## src/include/pfc_pkg.sv

```systemverilog
/*
  Shared constants and types for the program-flow core: widths, register
  offsets, field positions, reset values and the register select codes.
  Assumes a single core clock and no other package.
*/
package pfc_pkg;

  // Data path and address widths
  localparam int DATA_W    = 8;
  localparam int ADDR_W    = 8;
  localparam int PC_W      = 13;
  localparam int HOLD_W    = 5;
  localparam int BR_W      = 11;
  localparam int PMEM_AW   = 9;
  localparam int PMEM_WORDS = 512;

  // Return stack geometry
  localparam int STK_DEPTH = 8;
  localparam int STK_PTR_W = 3;

  // Register offsets on the data port
  localparam logic [7:0] OFS_INDIRECT = 8'h00;
  localparam logic [7:0] OFS_PC_LOW   = 8'h02;
  localparam logic [7:0] OFS_POINTER  = 8'h04;
  localparam logic [7:0] OFS_HOLD     = 8'h0a;
  localparam logic [7:0] OFS_INTERRUPT_CONTROL   = 8'h0b;

  // Interrupt control field positions
  localparam int IC_GIE     = 7;
  localparam int IC_NVM_IE  = 6;
  localparam int IC_TMR_IE  = 5;
  localparam int IC_EXT_IE  = 4;
  localparam int IC_PORT_IE = 3;
  localparam int IC_TMR_IF  = 2;
  localparam int IC_EXT_IF  = 1;
  localparam int IC_PORT_IF = 0;

  // Page select bits of the high holding register
  localparam int HOLD_PAGE_HI = 4;
  localparam int HOLD_PAGE_LO = 3;

  // Values after reset
  localparam logic [7:0]  INTERRUPT_CONTROL_RST  = 8'h00;
  localparam logic [12:0] PC_RST      = 13'h0000;
  localparam logic [4:0]  HOLD_RST    = 5'h00;
  localparam logic [7:0]  POINTER_RST = 8'h00;
  localparam logic [12:0] STK_RST     = 13'h0000;

  // Interrupt vector, plain default
  localparam logic [12:0] IRQ_VECTOR  = 13'h0004;

  // Target of a data access
  typedef enum logic [2:0] {
    SEL_EXT    = 3'h0,
    SEL_IND    = 3'h1,
    SEL_PCL    = 3'h2,
    SEL_PTR    = 3'h3,
    SEL_HOLD   = 3'h4,
    SEL_INTERRUPT_CONTROL = 3'h5
  } pfc_sel_t;

endpackage : pfc_pkg

```

## src/design/pfc_core.sv

```systemverilog
/*
  Program-flow core of a small 8-bit controller: program counter with a
  high holding register, return stack, indirect addressing and the
  interrupt control register, on one plain data access port.
  Assumes the sequencer gives one-cycle, mutually exclusive commands and
  the outer register file answers a read in the following cycle.
*/
// Chosen here: the plain strobed port.
`timescale 1ns/10ps
module pfc_core (
  input  wire logic        core_clk,            // Core clock, 40 MHz
  input  wire logic        rst_n,               // Sync reset, active low
  input  wire logic        clk_en,              // Freezes all state
  input  wire logic [7:0]  reg_addr,            // Data port address
  input  wire logic [7:0]  reg_wdata,           // Data port write value
  input  wire logic        reg_wr,              // Write strobe
  input  wire logic        reg_rd,              // Read strobe
  output logic      [7:0]  reg_rdata,           // Read value, next cycle
  output logic      [7:0]  rf_addr,             // Register file address
  output logic      [7:0]  rf_wdata,            // Register file data
  output logic             rf_wr,               // Register file write
  output logic             rf_rd,               // Register file read
  input  wire logic [7:0]  rf_rdata,            // Register file answer
  input  wire logic        seq_inc,             // Advance counter
  input  wire logic        seq_call,            // Call: push and branch
  input  wire logic        seq_goto,            // Goto: branch only
  input  wire logic [10:0] seq_target,          // Branch target
  input  wire logic        seq_ret,             // Plain return
  input  wire logic        seq_ret_lit,         // Return with literal
  input  wire logic        seq_ret_irq,         // Return from interrupt
  input  wire logic        seq_irq_ack,         // Interrupt taken
  input  wire logic        timer_overflow_evt,  // Timer zero wrapped
  input  wire logic        ext_pin_evt,         // External pin edge
  input  wire logic        port_change_evt,     // Port change seen
  input  wire logic        nvm_write_done_flag, // Write-done flag level
  output logic      [12:0] pc_out,              // Program counter
  output logic      [8:0]  prog_addr,           // Program memory address
  output logic             irq_req              // Interrupt request
);

  // Maps a data address onto the block's own registers
  function automatic pfc_pkg::pfc_sel_t decode_sel(input logic [7:0] a);
    pfc_pkg::pfc_sel_t s;
    s = pfc_pkg::SEL_EXT;
    unique case (a)
      pfc_pkg::OFS_INDIRECT: s = pfc_pkg::SEL_IND;
      pfc_pkg::OFS_PC_LOW:   s = pfc_pkg::SEL_PCL;
      pfc_pkg::OFS_POINTER:  s = pfc_pkg::SEL_PTR;
      pfc_pkg::OFS_HOLD:     s = pfc_pkg::SEL_HOLD;
      pfc_pkg::OFS_INTERRUPT_CONTROL:   s = pfc_pkg::SEL_INTERRUPT_CONTROL;
      default:               s = pfc_pkg::SEL_EXT;
    endcase
    return s;
  endfunction : decode_sel

  // Counter, holding and pointer state
  logic [12:0] pc_r;
  logic [12:0] pc_nxt;
  logic [4:0]  hold_r;
  logic [4:0]  hold_nxt;
  logic [7:0]  ptr_r;
  logic [7:0]  ptr_nxt;

  // Read path state
  logic [7:0]  rdata_r;
  logic [7:0]  rdata_nxt;
  logic        ext_rd_r;
  logic        ext_rd_nxt;

  // Access resolution
  pfc_pkg::pfc_sel_t dir_sel;
  pfc_pkg::pfc_sel_t eff_sel;
  logic [7:0]  eff_addr;
  logic        null_acc;
  logic        wr_pcl;
  logic        wr_interrupt_control;

  // Stack hookup
  logic        stk_push;
  logic        stk_pop;
  logic [12:0] stk_top;
  logic [7:0]  interrupt_control;
  logic [12:0] branch_pc;

  // Indirect access retargets to the pointer address; the port has
  // no storage, so a pointer back at the port is a null access
  always_comb begin
    dir_sel  = decode_sel(reg_addr);
    eff_addr = reg_addr;
    eff_sel  = dir_sel;
    null_acc = 1'b0;
    if (dir_sel == pfc_pkg::SEL_IND) begin
      eff_addr = ptr_r;
      eff_sel  = decode_sel(ptr_r);
      null_acc = (eff_sel == pfc_pkg::SEL_IND);
    end
  end

  // Write decode for registers owned here
  assign wr_pcl    = reg_wr && !null_acc &&
                     eff_sel == pfc_pkg::SEL_PCL;
  assign wr_interrupt_control = reg_wr && !null_acc &&
                     eff_sel == pfc_pkg::SEL_INTERRUPT_CONTROL;

  // Outer register file sees only resolved, non-null accesses
  always_comb begin
    rf_addr  = eff_addr;
    rf_wdata = reg_wdata;
    rf_wr    = reg_wr && !null_acc &&
               eff_sel == pfc_pkg::SEL_EXT;
    rf_rd    = reg_rd && !null_acc &&
               eff_sel == pfc_pkg::SEL_EXT;
  end

  // Page bits of the holding register are dropped: memory ends
  // inside the first page, so a branch loads zero into the top two counter bits
  assign branch_pc = {2'h0, seq_target};

  // Stack traffic; holding register is never touched here
  assign stk_push = seq_irq_ack || seq_call;
  assign stk_pop  = !stk_push &&
                    (seq_ret || seq_ret_lit || seq_ret_irq);

  // Counter next value; a taken interrupt outranks the sequencer,
  // and a software low-byte write outranks plain advance
  always_comb begin
    pc_nxt = pc_r;
    if (seq_irq_ack) begin
      pc_nxt = pfc_pkg::IRQ_VECTOR;
    end else if (seq_call || seq_goto) begin
      pc_nxt = branch_pc;
    end else if (stk_pop) begin
      pc_nxt = stk_top;
    end else if (wr_pcl) begin
      pc_nxt = {hold_r, reg_wdata};
    end else if (seq_inc) begin
      pc_nxt = pc_r + 13'h0001;
    end
  end

  // Holding register and pointer; bits 7:5 of holding are absent
  always_comb begin
    hold_nxt = hold_r;
    ptr_nxt  = ptr_r;
    if (reg_wr && !null_acc && eff_sel == pfc_pkg::SEL_HOLD) begin
      hold_nxt = reg_wdata[4:0];
    end
    if (reg_wr && !null_acc && eff_sel == pfc_pkg::SEL_PTR) begin
      ptr_nxt = reg_wdata;
    end
  end

  // Read mux; the stack pointer has no address at all
  always_comb begin
    rdata_nxt  = rdata_r;
    ext_rd_nxt = 1'b0;
    if (reg_rd) begin
      rdata_nxt = 8'h00;
      if (!null_acc) begin
        unique case (eff_sel)
          pfc_pkg::SEL_PCL:    rdata_nxt = pc_r[7:0];
          pfc_pkg::SEL_PTR:    rdata_nxt = ptr_r;
          pfc_pkg::SEL_HOLD:   rdata_nxt = {3'h0, hold_r};
          pfc_pkg::SEL_INTERRUPT_CONTROL: rdata_nxt = interrupt_control;
          pfc_pkg::SEL_EXT:    ext_rd_nxt = 1'b1;
          pfc_pkg::SEL_IND:    rdata_nxt = 8'h00;
        endcase
      end
    end
  end

  // Registers only
  always_ff @(posedge core_clk) begin
    if (!rst_n) begin
      pc_r     <= pfc_pkg::PC_RST;
      hold_r   <= pfc_pkg::HOLD_RST;
      ptr_r    <= pfc_pkg::POINTER_RST;
      rdata_r  <= 8'h00;
      ext_rd_r <= 1'b0;
    end else if (clk_en) begin
      pc_r     <= pc_nxt;
      hold_r   <= hold_nxt;
      ptr_r    <= ptr_nxt;
      rdata_r  <= rdata_nxt;
      ext_rd_r <= ext_rd_nxt;
    end
  end

  // Outer file answers itself one cycle after its strobe
  assign reg_rdata = ext_rd_r ? rf_rdata : rdata_r;

  // Counter as seen by program memory; 512 words use nine bits
  assign pc_out    = pc_r;
  assign prog_addr = pc_r[8:0];

  // Eight-entry circular stack, overflow is silent by design
  pfc_ret_stack u_stack (
    .core_clk (core_clk),
    .rst_n    (rst_n),
    .clk_en   (clk_en),
    .push     (stk_push),
    .pop      (stk_pop),
    .push_pc  (pc_r),
    .top_pc   (stk_top)
  );

  // Interrupt control register and request
  pfc_irq_ctrl u_irq (
    .core_clk (core_clk),
    .rst_n    (rst_n),
    .clk_en   (clk_en),
    .wr       (wr_interrupt_control),
    .wdata    (reg_wdata),
    .tmr_evt  (timer_overflow_evt),
    .ext_evt  (ext_pin_evt),
    .port_evt (port_change_evt),
    .nvm_flag (nvm_write_done_flag),
    .interrupt_control   (interrupt_control),
    .irq_req  (irq_req)
  );

endmodule : pfc_core

```

## src/design/pfc_ret_stack.sv

```systemverilog
/*
  Eight-entry circular return-address stack with a hidden pointer.
  Assumes push and pop are one-cycle pulses, never both at once.
*/
`timescale 1ns/10ps
module pfc_ret_stack (
  input  wire logic        core_clk,  // Core clock
  input  wire logic        rst_n,     // Sync reset, active low
  input  wire logic        clk_en,    // Freezes state when low
  input  wire logic        push,      // Store push_pc
  input  wire logic        pop,       // Drop top entry
  input  wire logic [12:0] push_pc,   // Address to save
  output logic      [12:0] top_pc     // Entry a pop returns
);

  logic [12:0] mem_r   [pfc_pkg::STK_DEPTH];
  logic [12:0] mem_nxt [pfc_pkg::STK_DEPTH];
  logic [2:0]  ptr_r;
  logic [2:0]  ptr_nxt;

  // Pointer wraps freely; no overflow or underflow flag exists
  always_comb begin
    ptr_nxt = ptr_r;
    if (push) begin
      ptr_nxt = ptr_r + 3'h1;
    end else if (pop) begin
      ptr_nxt = ptr_r - 3'h1;
    end
  end

  // One next-value process per entry
  for (genvar i = 0; i < pfc_pkg::STK_DEPTH; i++) begin : g_ent
    always_comb begin
      mem_nxt[i] = mem_r[i];
      if (push && ptr_r == 3'(i)) begin
        mem_nxt[i] = push_pc;
      end
    end
  end

  // Top entry sits just below the pointer
  assign top_pc = mem_r[ptr_r - 3'h1];

  // Registers only
  always_ff @(posedge core_clk) begin
    if (!rst_n) begin
      ptr_r <= 3'h0;
      for (int k = 0; k < pfc_pkg::STK_DEPTH; k++) begin
        mem_r[k] <= pfc_pkg::STK_RST;
      end
    end else if (clk_en) begin
      ptr_r <= ptr_nxt;
      mem_r <= mem_nxt;
    end
  end

endmodule : pfc_ret_stack

```

## src/design/pfc_irq_ctrl.sv

```systemverilog
/*
  Interrupt control register: enables, sticky flags, global enable and
  the request to the core. Assumes events are one-cycle pulses.
*/
`timescale 1ns/10ps
module pfc_irq_ctrl (
  input  wire logic       core_clk,     // Core clock
  input  wire logic       rst_n,        // Sync reset, active low
  input  wire logic       clk_en,       // Freezes state when low
  input  wire logic       wr,           // Software write
  input  wire logic [7:0] wdata,        // Write value
  input  wire logic       tmr_evt,      // Timer overflow pulse
  input  wire logic       ext_evt,      // External pin pulse
  input  wire logic       port_evt,     // Port change pulse
  input  wire logic       nvm_flag,     // Write-done flag level
  output logic      [7:0] interrupt_control,       // Register contents
  output logic            irq_req       // Request to the core
);

  logic [7:0] ic_r;
  logic [7:0] ic_nxt;
  logic       req_r;
  logic       req_nxt;

  // Write first, then events, so a set beats a clear
  always_comb begin
    ic_nxt = ic_r;
    if (wr) begin
      ic_nxt = wdata;
    end
    if (tmr_evt) begin
      ic_nxt[pfc_pkg::IC_TMR_IF] = 1'b1;
    end
    if (ext_evt) begin
      ic_nxt[pfc_pkg::IC_EXT_IF] = 1'b1;
    end
    if (port_evt) begin
      ic_nxt[pfc_pkg::IC_PORT_IF] = 1'b1;
    end
  end

  // Request follows the register with no added delay
  always_comb begin
    req_nxt = ic_nxt[pfc_pkg::IC_GIE] && (
      (ic_nxt[pfc_pkg::IC_TMR_IE] && ic_nxt[pfc_pkg::IC_TMR_IF])
      || (ic_nxt[pfc_pkg::IC_EXT_IE] && ic_nxt[pfc_pkg::IC_EXT_IF])
      || (ic_nxt[pfc_pkg::IC_PORT_IE] && ic_nxt[pfc_pkg::IC_PORT_IF])
      || (ic_nxt[pfc_pkg::IC_NVM_IE] && nvm_flag));
  end

  assign interrupt_control  = ic_r;
  assign irq_req = req_r;

  always_ff @(posedge core_clk) begin
    if (!rst_n) begin
      ic_r  <= pfc_pkg::INTERRUPT_CONTROL_RST;
      req_r <= 1'b0;
    end else if (clk_en) begin
      ic_r  <= ic_nxt;
      req_r <= req_nxt;
    end
  end

endmodule : pfc_irq_ctrl

```

## config.mk

```make
export PLATFORM = sky130hd
export DESIGN_NAME = pfc_core
export DESIGN_NICKNAME = d
export VERILOG_FILES = /design/src/include/pfc_pkg.sv /design/src/design/pfc_core.sv /design/src/design/pfc_ret_stack.sv /design/src/design/pfc_irq_ctrl.sv
export SDC_FILE = /design/constraint.sdc
export NUM_CORES = 1
export LEC_CHECK = 0
export BUFFER_PORTS_ARGS = -buffer_cell sky130_fd_sc_hd__buf_2
export CORE_MARGIN = 2
export CORE_UTILIZATION = 65
export CTS_BUF_LIST = sky130_fd_sc_hd__clkbuf_2
export CTS_CLUSTER_SIZE = 16
export DETAILED_ROUTE_END_ITERATION = 16
export GPL_ROUTABILITY_DRIVEN = 0
export PLACE_DENSITY = 0.85
export SLEW_MARGIN = 20
export SYNTH_ARGS = -nofsm -noshare
export SYNTH_HDL_FRONTEND = slang
export SYNTH_HIERARCHICAL = 1
export SYNTH_SLANG_ARGS = --single-unit
```

## constraint.sdc

```tcl
create_clock -name core_clk -period 6.66 [get_ports core_clk]
set_clock_uncertainty 0.15 [all_clocks]
set_input_delay 0.666 -clock core_clk [delete_from_list [all_inputs] [get_ports core_clk]]
set_output_delay 0.666 -clock core_clk [all_outputs]
set_load 0.05 [all_outputs]
```

==> metrics <==
RR Endpoint pc_out[1]; Post-DP Area 8430 um^2; worst-skew pair later-pin latency 0.74 ns; worst flop-to-flop path startpoint u_stack/ptr_r[0]; static leakage 3.26 nW; cells on worst reg2reg path 8; Clock transition at path regs 0.21 ns; number of CTS-inserted buffers 17; worst vdd ir 152 uV; Final Cell Area 8660 um^2; CTS tree done; layout cells sized above 1 0.209; 1st-iter DRT viols 874; Post-Route WL 21.3 mm; Fill cells 1,026; highest-delay cell along the critical path a21oi_2; FF-to-FF setup slack 2.77 ns; Yosys top cell area share 0.366; DR vias/cell 6.20; CP bufs+invs 1; First-pass DRT Iterations 7; internal power 1.18 mW; synth top area cells dfxtp_1 (37%), nand2_1 (10%), a21boi_0 (8.8%); Switch Pwr 0.531 mW; worst path cell trace or4_4, a21o_2, a21oi_2, nor4_1, buf_2; worst slew margin relative to its limit 0.318; Initial Utilization 0.661; Root Buffer clkbuf_2; area leader, netlist dfxtp_1; vias in the first global route 6,519; Setup Fix Bufs, Post-CTS 0; Setup violations, final 0; Routed Antenna Nets 0; count of warnings emitted by yosys 6; GR Overflow Total 0; post-synth cell types 71; Required @ worst endpoint 5.84 ns; crit path DAT 3.15 ns; post-synthesis sequential element count 151; largest net degree at the start of global routing 83; hold endpoint u_irq/interrupt_control[2]; # hold bufs at CTS 0; Die H 117 um; max incr delay on CP 0.77 ns; total track usage 0.319; post-layout min period 3.97 ns; CP Capture Type primary output; ys flop type dfxtp_1; Port Buffer Count 99; actual slew at the worst max-slew pin 1.02 ns; Area Overhead vs Synth 4.78%; cell family with most CP delay compound AO/OA/AOI/OAI gates; largest buffer count on any clock path 2; initial antenna violation count 0; setup TNS 0 ns; sequential cell area fraction in the yosys report 0.366; Routed wire per std cell 18.8 um; pre-CTS WS 2.58 ns; leading cell type in the layout, fill and taps excluded nand2_1; global route hottest layer met2; combinational power share 0.145; Core ar. 12,500 um^2; fin crit share 0.596; Clock power frac 0.299; Gate Count Post-Synth 919; Syn Area/Cell 9.00 um^2; Synth Net Count 977; met3 Track Usage GR 0.0633; DP HPWL 14.3 mm; I/O pins 100; Max Freq 252 MHz; hold depth 3; Tot Pwr 1.71 mW; Final WS setup 2.69 ns; Worst Hold Launch timer_overflow_evt; startpoint types flop; commonest cells after routing, fill and taps aside nand2_1 (228), dfxtp_1 (150), buf_2 (98); Sw Share 0.311; GR Util met1 0.441; fin. max-slew vios 0; DRC viols 0; first-pass GRT wire length 33.3 mm; placement row count 41; Hold Crit Class in2reg; met2 GRT Util 0.493; Post-synth EDFFs 0; CP Class reg2out; number of gates resized after cts 0; instance count on the critical path 5; die area 13,600 um^2; unrepaired setup endpoints after global routing no; status complete, no violations; # diodes 0; sequential power share 0.556; # clock sinks 151; nets@finish 1,006; Max-Cap Viols 0; launch point of the worst path ptr_r[4]; maximum fanout along the worst path 16; synthesized area 8270 um^2; Die X-Extent 117 um; via count 7,030; H-tree Lvls 4; Power Density 197 nW/um^2; Post-synth ARST share 0; Final Hold Vio Count 0
area by class of cell:
type	count	area [um^2]	share of cell area
Multi-Input combinational cell	665	4630	0.534
Sequential cell	151	3020	0.349
Timing Repair Buffer	103	528	0.0609
Tap cell	172	215	0.0248
Clock inverter	12	129	0.0149
Clock buffer	20	100	0.0116
Inverter	10	37.5	0.00433
cell usage after synthesis, types with 5 or more instances:
| master | n |
|---|---|
| a21boi_0 | 97 |
| a21boi_1 | 19 |
| a21o_1 | 14 |
| a21oi_1 | 18 |
| a32o_1 | 10 |
| buf_2 | 22 |
| buf_4 | 30 |
| buf_6 | 5 |
| clkbuf_1 | 25 |
| dfxtp_1 | 151 |
| ha_1 | 7 |
| inv_1 | 10 |
| mux2_2 | 22 |
| mux2i_1 | 25 |
| mux4_1 | 9 |
| mux4_2 | 17 |
| nand2_1 | 228 |
| nand3_1 | 18 |
| nand4_1 | 8 |
| nand4b_1 | 6 |
| nor2_1 | 25 |
| nor2b_1 | 14 |
| nor3_1 | 8 |
| nor3_2 | 6 |
| o21ai_0 | 14 |
| o21ai_1 | 5 |
| o22ai_1 | 7 |
| o31ai_1 | 5 |
| xnor2_1 | 11 |
metal layers:
metal / vias to the layer above / share of wire
met3: 66 / 0.096
met5: - / 0
met1: 3320 / 0.43
met4: 0 / 0.027
li1: 3274 / -
met2: 370 / 0.45
flip-flops by register name, indices dropped and copies added, names as in the netlist:
signal and flops:
ext_rd_r 1, hold_r 5, pc_out 13, ptr_r 8, rdata_r 8, u_irq/interrupt_control 8
u_irq/irq_req 1, u_stack/mem_r 104, u_stack/ptr_r 3
worst max path at each step:
stage,endpoint
6_report,rf_rd
4_1_cts,rf_rd
3_5_place_dp,u_irq/irq_req
2_1_floorplan,rf_rd
3_3_place_gp,u_irq/irq_req
5_1_grt,pc_out[1]
cell families (layout without fill, tap and decap cells):
family | after synthesis | count (layout) | share of synthesized area
compound gates | 218 | 218 | 0.194
fa+ha+maj | 7 | 7 | 0.0106
flops | 151 | 151 | 0.366
buf+inv | 103 | 145 | 0.0751
xor+xnor | 15 | 15 | 0.0159
simple gates | 352 | 352 | 0.203
mux | 73 | 73 | 0.135
worst reg2reg max path: cells and delay by family, from the launching register on:
family | cells | cell delay (ns)
DFF | 1 | 1.04
muxes | 2 | 0.85
adders and majority gates | 1 | 0.71
buffers and inverters | 2 | 0.60
AOI/OAI and AO/OA | 2 | 0.37
and+or+nand+nor | 1 | 0.10
power by group through the flow:
stage               Sequential [mW]  Combinational, mW  Clock (mW)
detailed placement            0.967              0.244           0
CTS                           0.949              0.245       0.521
floorplan                     0.953              0.200           0
global route                  0.954              0.262       0.553
finish                        0.950              0.247       0.512
global placement              0.967              0.241           0
through the flow:
stage	hold WS [ns]	utilization	std cells
after detailed placement	0.285	0.673	1101
final	0.0791	0.692	1133
after global placement	0.285	0.673	1101
after global routing	0.0232	0.692	1133
after CTS	0.0189	0.692	1133
after floorplan	0.272	-	919
No activity file was read; power rests on OpenSTA's default activity.
